**src/tcl_consts.vh**
```
// Purpose: constants for the temperature compensation table indexer
// Assumes: 50 MHz reference clock
// Notes:   table page of four 64-entry tables
`ifndef TCL_CONSTS_VH
`define TCL_CONSTS_VH
`define TCL_BASE_SETPOINT   8'h00
`define TCL_BASE_MODULATION 8'h40
`define TCL_BASE_FAULT      8'h80
`define TCL_BASE_ALARM      8'hc0
`define TCL_AVG_COUNT       5'h10
`define TCL_AVG_SHIFT       4
`define TCL_INDEX_MAX       9'sh03f
`define TCL_ENTRY_RESET     8'h00
`define TCL_INDEX_RESET     6'h00
`endif

```
**src/tcl_indexer.v**
```verilog
// Purpose: average temperature samples, index four offset tables, apply offsets
// Assumes: samples arrive as one-cycle strobes from same-clock converter logic
// Notes:   host table writes come in over a plain write port
`include "tcl_consts.vh"

module tcl_indexer #(
	parameter DAC_W = 8
) (
	// Clock and reset
	input  wire               REF_CLK,
	input  wire               NRST,
	// Temperature converter
	input  wire               SAMPLE_VALID,
	input  wire signed [7:0]  SAMPLE_TEMP,
	// Host table writes and settings
	input  wire               TABLE_WE,
	input  wire [7:0]         TABLE_ADDR,
	input  wire [7:0]         TABLE_WDATA,
	input  wire [3:0]         RANGE_SHIFT_SETTING,
	// Nominal values
	input  wire [DAC_W-1:0]   NOM_POWER_LOOP_SETPOINT,
	input  wire [DAC_W-1:0]   NOM_MODULATION_CURRENT,
	input  wire [DAC_W-1:0]   NOM_BIAS_FAULT_THRESHOLD,
	input  wire [DAC_W-1:0]   NOM_BIAS_ALARM_THRESHOLD,
	// Compensated outputs, load strobe, table pointer and average
	output reg  [DAC_W-1:0]   POWER_LOOP_SETPOINT,
	output reg  [DAC_W-1:0]   MODULATION_CURRENT,
	output reg  [DAC_W-1:0]   BIAS_FAULT_THRESHOLD,
	output reg  [DAC_W-1:0]   BIAS_ALARM_THRESHOLD,
	output reg                DAC_LOAD,
	output reg  [5:0]         APPLIED_TABLE_POINTER,
	output reg  signed [7:0]  AVERAGED_TEMPERATURE
);

	// ------------------------------------------------------------
	// Table page storage
	// ------------------------------------------------------------
	reg [7:0] table_mem [0:255];
	integer   i;

	always @(posedge REF_CLK or negedge NRST) begin
		if (!NRST) begin
			for (i = 0; i < 256; i = i + 1) begin
				table_mem[i] <= `TCL_ENTRY_RESET;
			end
		end else if (TABLE_WE) begin
			table_mem[TABLE_ADDR] <= TABLE_WDATA;
		end
	end

	// ------------------------------------------------------------
	// Sample averaging
	// ------------------------------------------------------------
	reg signed [11:0] acc;
	reg [4:0]         count;
	reg               avg_ready;
	wire signed [11:0] next_acc;

	assign next_acc = acc + {{4{SAMPLE_TEMP[7]}}, SAMPLE_TEMP};

	always @(posedge REF_CLK or negedge NRST) begin
		if (!NRST) begin
			acc                  <= 12'h000;
			count                <= 5'h00;
			avg_ready            <= 1'b0;
			AVERAGED_TEMPERATURE <= 8'h00;
		end else begin
			avg_ready <= 1'b0;
			if (SAMPLE_VALID) begin
				if (count == `TCL_AVG_COUNT - 5'h01) begin
					// Arithmetic shift keeps floor division for negatives
					AVERAGED_TEMPERATURE <= next_acc[11:4];
					acc                  <= 12'h000;
					count                <= 5'h00;
					avg_ready            <= 1'b1;
				end else begin
					acc   <= next_acc;
					count <= count + 5'h01;
				end
			end
		end
	end

	// ------------------------------------------------------------
	// Index with clamp and hysteresis
	// ------------------------------------------------------------
	// Half-degree-step position: raw index doubled plus remainder bit
	wire signed [9:0] raw_index;
	wire signed [9:0] clamped;
	wire signed [9:0] held;
	reg               move;

	// Floor of average/2 plus range shift
	assign raw_index = {{3{AVERAGED_TEMPERATURE[7]}}, AVERAGED_TEMPERATURE[7:1]}
			+ {6'h00, RANGE_SHIFT_SETTING};
	assign clamped = (raw_index < 10'sh000) ? 10'sh000 :
			(raw_index > 10'sh03f) ? 10'sh03f : raw_index;
	assign held = {4'h0, APPLIED_TABLE_POINTER};

	// Beyond neighbour midpoint means at least two steps away in degrees,
	// i.e. raw index differs by more than one, or by one with far half
	always @* begin
		move = 1'b0;
		if (raw_index > held + 10'sh001)
			move = 1'b1;
		else if (raw_index < held - 10'sh001)
			move = 1'b1;
		else if (raw_index == held + 10'sh001 && AVERAGED_TEMPERATURE[0])
			move = 1'b1;
		else if (raw_index == held - 10'sh001 && !AVERAGED_TEMPERATURE[0])
			move = 1'b1;
	end

	reg update;

	always @(posedge REF_CLK or negedge NRST) begin
		if (!NRST) begin
			APPLIED_TABLE_POINTER <= `TCL_INDEX_RESET;
			update                <= 1'b0;
		end else begin
			update <= avg_ready;
			if (avg_ready && move) begin
				APPLIED_TABLE_POINTER <= clamped[5:0];
			end
		end
	end

	// ------------------------------------------------------------
	// Table fetch and additive compensation
	// ------------------------------------------------------------
	function [DAC_W-1:0] sat_add;
		input [DAC_W-1:0] nom;
		input [7:0]       off;
		reg signed [DAC_W+8:0] sum;
		begin
			sum = $signed({9'h000, nom}) + $signed({{(DAC_W+1){off[7]}}, off});
			if (sum < 0)
				sat_add = {DAC_W{1'b0}};
			else if (sum > $signed({9'h000, {DAC_W{1'b1}}}))
				sat_add = {DAC_W{1'b1}};
			else
				sat_add = sum[DAC_W-1:0];
		end
	endfunction

	wire [7:0] idx8 = {2'b00, APPLIED_TABLE_POINTER};

	always @(posedge REF_CLK or negedge NRST) begin
		if (!NRST) begin
			POWER_LOOP_SETPOINT  <= {DAC_W{1'b0}};
			MODULATION_CURRENT   <= {DAC_W{1'b0}};
			BIAS_FAULT_THRESHOLD <= {DAC_W{1'b0}};
			BIAS_ALARM_THRESHOLD <= {DAC_W{1'b0}};
			DAC_LOAD             <= 1'b0;
		end else begin
			DAC_LOAD <= update;
			if (update) begin
				POWER_LOOP_SETPOINT  <= sat_add(NOM_POWER_LOOP_SETPOINT,
					table_mem[idx8 + `TCL_BASE_SETPOINT]);
				MODULATION_CURRENT   <= sat_add(NOM_MODULATION_CURRENT,
					table_mem[idx8 + `TCL_BASE_MODULATION]);
				BIAS_FAULT_THRESHOLD <= sat_add(NOM_BIAS_FAULT_THRESHOLD,
					table_mem[idx8 + `TCL_BASE_FAULT]);
				// Nominal alarm input gets the alarm table offset like the others
				BIAS_ALARM_THRESHOLD <= sat_add(NOM_BIAS_ALARM_THRESHOLD,
					table_mem[idx8 + `TCL_BASE_ALARM]);
			end
		end
	end

endmodule // tcl_indexer

```
**config.mk**
```make
export PLATFORM = sky130hd
export DESIGN_NAME = tcl_indexer
export DESIGN_NICKNAME = d
export VERILOG_FILES = /design/src/tcl_indexer.v
export VERILOG_INCLUDE_DIRS = /design/src
export SDC_FILE = /design/constraint.sdc
export NUM_CORES = 2
export LEC_CHECK = 0
export BUFFER_PORTS_ARGS = -buffer_cell sky130_fd_sc_hd__buf_2
export CAP_MARGIN = 20
export CORE_ASPECT_RATIO = 0.5
export CORE_MARGIN = 1
export CORE_UTILIZATION = 35
export DETAILED_ROUTE_END_ITERATION = 12
export SLEW_MARGIN = 20
export SYNTH_ARGS = -nofsm -noshare
export SYNTH_HDL_FRONTEND = slang
export SYNTH_SLANG_ARGS = --single-unit
```
**constraint.sdc**
```tcl
create_clock -name REF_CLK -period 6.27 [get_ports REF_CLK]
set_input_delay 0.627 -clock REF_CLK [delete_from_list [all_inputs] [get_ports REF_CLK]]
set_output_delay 0.627 -clock REF_CLK [all_outputs]
set_load 0.03 [all_outputs]
```
Yosys cells after proc, flatten, opt, wreduce, memory -nomap -nowiden
Index checks and enable logic that the tools add are counted.
{"block": "op_classes", "n_lt_le_gt_ge": 18, "eq_ne": 3, "n_addsub": 12, "div": 0, "mux": 33, "n_reduce_logical": 6, "bitwise": 5, "mul": 0, "shift": 0}
{"op": "bitwise mux 2048 bit", "n": 1}
{"op": "binary-select mux 8 bit (select 8 bit)", "n": 4}
{"op": "two-way mux 8 bit", "n": 17}
{"op": "demux 8 bit (select 8 bit)", "n": 1}
{"op": "greater-or-equal comparator 9 bit (second input constant)", "n": 5}
{"op": "adder 9 x 8 -> 10 bit", "n": 4}
{"op": "> comparator 10 x 9 -> 1 bit (second input constant)", "n": 4}
{"op": "less-than comparator 10 x 1 -> 1 bit (second input constant)", "n": 4}
{"op": "NOT 8 -> 9 bit", "n": 4}
{"op": "adder 12 bit", "n": 1}
{"op": "two-way mux 12 bit", "n": 1}
{"op": "two-way mux 6 bit", "n": 2}
{"op": "less-than comparator 9 x 1 -> 1 bit (second input constant)", "n": 1}
{"op": "NOT 6 -> 9 bit", "n": 1}
{"op": "adder 6 x 7 -> 8 bit (second input constant)", "n": 1}
{"op": "adder 6 x 8 -> 8 bit (second input constant)", "n": 1}
{"op": "adder 7 x 5 -> 8 bit", "n": 1}
{"op": "adder 7 x 7 -> 8 bit (second input constant)", "n": 1}
{"op": "== test 8 x 7 -> 1 bit", "n": 1}
{"op": "== test 8 bit", "n": 1}
{"op": "> comparator 8 x 7 -> 1 bit (second input constant)", "n": 1}
{"op": "> comparator 8 bit", "n": 1}
{"op": "less-than comparator 8 x 1 -> 1 bit (second input constant)", "n": 1}
{"op": "less-than comparator 8 x 7 -> 1 bit", "n": 1}
{"op": "other kinds (9)", "n": 17}
{"block": "totals", "n_memories": 0, "word_cells": 344, "rom_bits": 0, "out_inout_bits": 47, "ram_bits": 0, "input_bits": 64, "latch_bits": 0, "register_bits": 2114}

Longest topological paths before layout
{"block": "logic_depth", "depth_word": 9, "depth_mapped": 20, "ltp_nobuf": 14}

Worst setup path before layout
No wires, ideal clock.
{"block": "synth_timing", "path_type": "register -> register", "startpoint": "reg APPLIED_TABLE_POINTER[1]", "endpoint": "reg BIAS_ALARM_THRESHOLD[2]", "setup_ns": 0.083, "required_ns": 6.187, "path_stages_with_launch": 20, "path_slack_ns": 1.282, "arrival_ns": 4.905, "path_buffers": 5, "synth_period_minus_slack_ns": 4.988, "path_cell_list": "dfrtp_1 buf_2 buf_4 buf_4 buf_2 clkbuf_1 mux4_2 mux4_2 mux4_2 ha_1 inv_1 fa_1 nor2b_1 o21a_1 o21ai_0 a2111oi_0 or4_1 mux2i_1 nor2_1 o22ai_1"}
{"block": "synth_via", "elab_chain_len": 9, "word_cells_on_any_way": 10}
{"item": "start: declaration", "line_no": "tcl_indexer.v:31", "rtl": "output reg [5:0] APPLIED_TABLE_POINTER,"}
{"item": "start signal: assignment", "line_no": "tcl_indexer.v:118", "rtl": "APPLIED_TABLE_POINTER <= `TCL_INDEX_RESET;"}
{"item": "start signal: assignment", "line_no": "tcl_indexer.v:123", "rtl": "APPLIED_TABLE_POINTER <= clamped[5:0];"}
{"item": "adder 7 x 7 -> 8 bit (no line) (*)"}
{"item": "NOT 8 -> 9 bit (*)", "line_no": "tcl_indexer.v:166", "rtl": "table_mem[idx8 + `TCL_BASE_ALARM]);"}
{"item": "binary-select mux 8 bit (select 8 bit) (*)", "line_no": "tcl_indexer.v:166"}
{"item": "two-way mux 8 bit (*) (2 in a row)", "line_no": "tcl_indexer.v:166"}
{"item": "adder 9 x 8 -> 10 bit (*)", "line_no": "tcl_indexer.v:136", "rtl": "sum = $signed({9'h000, nom}) + $signed({{(DAC_W+1){off[7]}}, off});"}
{"item": "> comparator 10 x 9 -> 1 bit", "line_no": "tcl_indexer.v:139", "rtl": "else if (sum > $signed({9'h000, {DAC_W{1'b1}}}))"}
{"item": "two-way mux 8 bit", "line_no": "tcl_indexer.v:139"}
{"item": "two-way mux 8 bit (*)", "line_no": "tcl_indexer.v:137", "rtl": "if (sum < 0)"}
{"item": "end signal: assignment", "line_no": "tcl_indexer.v:153", "rtl": "BIAS_ALARM_THRESHOLD <= {DAC_W{1'b0}};"}
{"item": "end signal: assignment", "line_no": "tcl_indexer.v:165", "rtl": "BIAS_ALARM_THRESHOLD <= sat_add(NOM_BIAS_ALARM_THRESHOLD,"}
{"item": "end: declaration", "line_no": "tcl_indexer.v:29", "rtl": "output reg [DAC_W-1:0] BIAS_ALARM_THRESHOLD,"}
Mark *: on every way between the ends. The rest lies on a longest branch, timed or not. The select of a mux whose other input is x is not followed.
A chain may end at the register's enable or synchronous reset.

Worst setup path in the final report
{"block": "layout_timing", "startpoint": "reg APPLIED_TABLE_POINTER[0]", "endpoint": "reg BIAS_ALARM_THRESHOLD[6]"}
The elaborated chain is that of the path after synthesis.

==> flow_metrics.py <==
metrics = {
    "status": {
        "outcome": "finished, final reports clean",
    },
    "synthesis": {
        "netlist_area_um2": 98100,
        "synth_edf_count": 0,
        "synthFlopType": "dfrtp_1",
        "syn_avg_cell_area_um2": 15.8,
        "netlist-cell-type-count": 62,
        "yosysWarnings": 0,
        "seq_area_frac_synth": 0.539,
        "async_reset_ff_frac": 1.00,
        "yosys.area.top_type": "dfrtp_1",
        "syn_nets": 6361,
        "synth.area.top_cells": "dfrtp_1, mux2_2, mux4_2",
        "syn_inst": 6223,
        "netlist_top_cells_count": "dfrtp_1, mux2_2, mux4_2",
        "ys_seq_elements": 2114,
        "synthMostInstantiatedCell": "dfrtp_1",
        "synth_top_area_frac": 0.539,
    },
    "detailed_routing": {
        "dr.first_iter.drc_count": 4155,
        "dr.pass1.iters": 8,
        "drt_wl_total_um": 270000,
        "vias": 55800,
        "avgViaCountPerCell": 5.49,
        "drtAntennaViolNets": 0,
        "routedWlPerCell_um": 26.6,
        "drc": 0,
    },
    "cells_and_area": {
        "fillers": 25400,
        "stdcell_area_um2": 110000,
        "fin_nets": 6387,
        "syn_to_final_growth_pct": 12.5,
        "fin_util": 0.399,
        "drive_above_1_share": 0.517,
    },
    "clock_network": {
        "clockRootBuffer": "clkbuf_16",
        "clockBufferDepth": 4,
        "cts_tree": "done",
        "h-tree-depth": 4,
        "clk_latency_ns": 0.85,
        "clock-sinks": 2114,
        "post-cts-setup-buffer-count": 0,
        "path_clk_slew_ns": 0.06,
        "numCtsBuffers": 214,
    },
    "place": {
        "dpl_cell_area_um2": 103000,
        "gp_congestion": 0.832,
        "io_buffers": 110,
        "dpl.hpwl_um": 171000,
    },
    "floorplan": {
        "die-area_um2": 283000,
        "die_h_um": 376,
        "die_w_um": 751,
        "start_util": 0.355,
        "core_area_um2": 277000,
        "rows": 136,
        "ios": 111,
    },
    "worst_setup_path": {
        "end_kind": "flip-flop",
        "criticalPathCategory": "flip-flop to flip-flop",
        "cp.arrival_ns": 6.33,
        "cp-start-kind": "flip-flop",
        "crit_slowest_cell": "dfrtp_4",
        "cpPeakStageDelay_ns": 0.78,
        "cp_max_fo": 14,
        "path_cells": "buf_12, buf_4, mux4_2, mux4_2, mux4_2, ha_1, a21o_1, a21oi_1, o21ai_0, a2111oi_0, o21ai_0, mux2i_1, nor2_1, o22ai_1",
        "cpMostUsedCell": "mux4_2",
        "crit_required_ns": 7.03,
    },
    "sta": {
        "fmax_mhz": 179,
        "rsz0062_at_grt": "false",
        "setup_viol": 0,
        "final-hold-violation-count": 0,
        "period_share": 0.889,
        "post-route-min-period_ns": 5.57,
        "timing.setup.tns_ns": 0,
        "clock_skew_ns": 0.0292,
        "slew_viol_final": 0,
        "slew_headroom": 0.188,
        "worstMarginPinSlew_ns": 1.21,
    },
    "worst_hold_path": {
        "hp-class": "input pin to flip-flop",
    },
    "global_routing": {
        "grt_pass1_vias": 57500,
        "antenna_found_initial": 12,
        "grt_use_total": 0.191,
        "grt-ovfl-total": 0,
        "grt_pass1_wl_um": 407000,
        "grt_max_degree": 161,
    },
    "power_and_ir_drop": {
        "powerDensity_nw_per_um2": 343,
        "peakVddDrop_uv": 288,
        "p_leak_nw": 51.9,
    },
    "flow_run": {
        "drv_cap": 0,
    },
}
worst paths after layout:
check / start / end / slack, ns / depth (start not counted)
worst max-delay path: APPLIED_TABLE_POINTER[0] / BIAS_ALARM_THRESHOLD[6] / 0.70 / 14
worst min-delay path: SAMPLE_TEMP[0] / acc[0] / 0.15 / 4
worst max register to register: APPLIED_TABLE_POINTER[0] / BIAS_ALARM_THRESHOLD[6] / 0.70 / 14
worst min register to register: avg_ready / update / 0.45 / 0
max in group asynchronous: NRST / table_mem[1914] / 4.17 / 4
min in group asynchronous: NRST / table_mem[984] / 0.29 / 2
worst max-delay path, delay by kind of cell (launching register included):
| family | cells | cell delay [ns] |
|---|---|---|
| DFF | 1 | 0.78 |
| adders and majority gates | 1 | 0.29 |
| muxes | 4 | 2.09 |
| and+or+nand+nor | 1 | 0.11 |
| buffers and inverters | 2 | 0.50 |
| AOI/OAI and AO/OA | 6 | 1.66 |
what timing repair did:
action                                 4_1_cts  5_1_grt
endpoints found under the hold margin       62        0
gates resized for setup                      0        0
hold buffers                                 1        0
sequential cells by signal (all words and copies together), names as in the netlist:
register / flops
DAC_LOAD: 1
avg_ready: 1
AVERAGED_TEMPERATURE: 8
BIAS_ALARM_THRESHOLD: 8
table_mem: 2048
BIAS_FAULT_THRESHOLD: 8
POWER_LOOP_SETPOINT: 8
APPLIED_TABLE_POINTER: 6
update: 1
count: 5
acc: 12
MODULATION_CURRENT: 8
through the flow:
step	total power, mW	hold slack (ns)	cells	setup WS [ns]
floorplan	21.6	0.331	6223	1.28
global placement	24.7	0.430	9756	0.676
detailed placement	24.8	0.424	9757	0.746
CTS	38.3	0.0930	10100	0.710
global route	39.4	0.134	10100	0.417
finish	37.9	0.153	10100	0.696
routing by layer:
layer  share of wire  routed length, um  global-route usage  vias up
met4           0.028               7660              0.0513        0
li1                -                  -                   -    23300
met1            0.47             127000               0.284    30800
met2            0.45             122000               0.290     1291
met3           0.052              14000              0.0336      351
met5               0                  0                   0        -
cell families (layout without fill, tap and decap cells):
kind of cell | Yosys count | count (layout) | share of synthesized area
AO/OA/AOI/OAI | 206 | 206 | 0.0139
XOR/XNOR | 47 | 47 | 0.00420
adder cells (fa/ha/maj) | 74 | 74 | 0.00990
buffers and inverters | 521 | 713 | 0.0232
flip-flops | 2114 | 2114 | 0.539
multiplexers | 2726 | 2726 | 0.386
other | 0 | 6 | 0
AND/OR/NAND/NOR | 535 | 535 | 0.0240
placed cells by master, fill, tap and decap left out, types with 17 or more instances in the layout:
cell type / synthesis / final
a21oi_1: 36 / 36
buf_12: 1 / 39
buf_2: 32 / 101
buf_4: 14 / 94
bufinv_16: 0 / 25
clkbuf_1: 335 / 45
clkbuf_16: 0 / 217
clkbuf_8: 0 / 52
clkinv_2: 0 / 31
dfrtp_1: 2114 / 2107
ha_1: 68 / 68
inv_1: 88 / 88
mux2_2: 2054 / 2054
mux2i_1: 36 / 36
mux4_2: 635 / 635
nand2_1: 169 / 163
nand3_1: 33 / 29
nor2_1: 224 / 215
nor2b_1: 25 / 22
nor3_1: 18 / 17
o21ai_0: 43 / 43
o22ai_1: 43 / 43
xnor2_1: 34 / 34
where the power goes:
group          leakage (nW)  switching (mW)  internal (mW)
combinational          19.2            5.16           3.95
clock                  3.59            5.51           7.97
sequential             29.0           0.845           14.5
final cells by class:
type | instances | area [um^2] | area share
Clock inverter | 69 | 1010 | 0.00915
Sequential cell | 2114 | 52900 | 0.479
Antenna cell | 6 | 15.0 | 0.000136
Inverter | 88 | 330 | 0.00299
Clock buffer | 313 | 6300 | 0.0571
Timing Repair Buffer | 243 | 2120 | 0.0192
Multi-Input combinational cell | 3588 | 43000 | 0.390
Tap cell | 3726 | 4660 | 0.0422
Power figures use the tool's default switching activity.
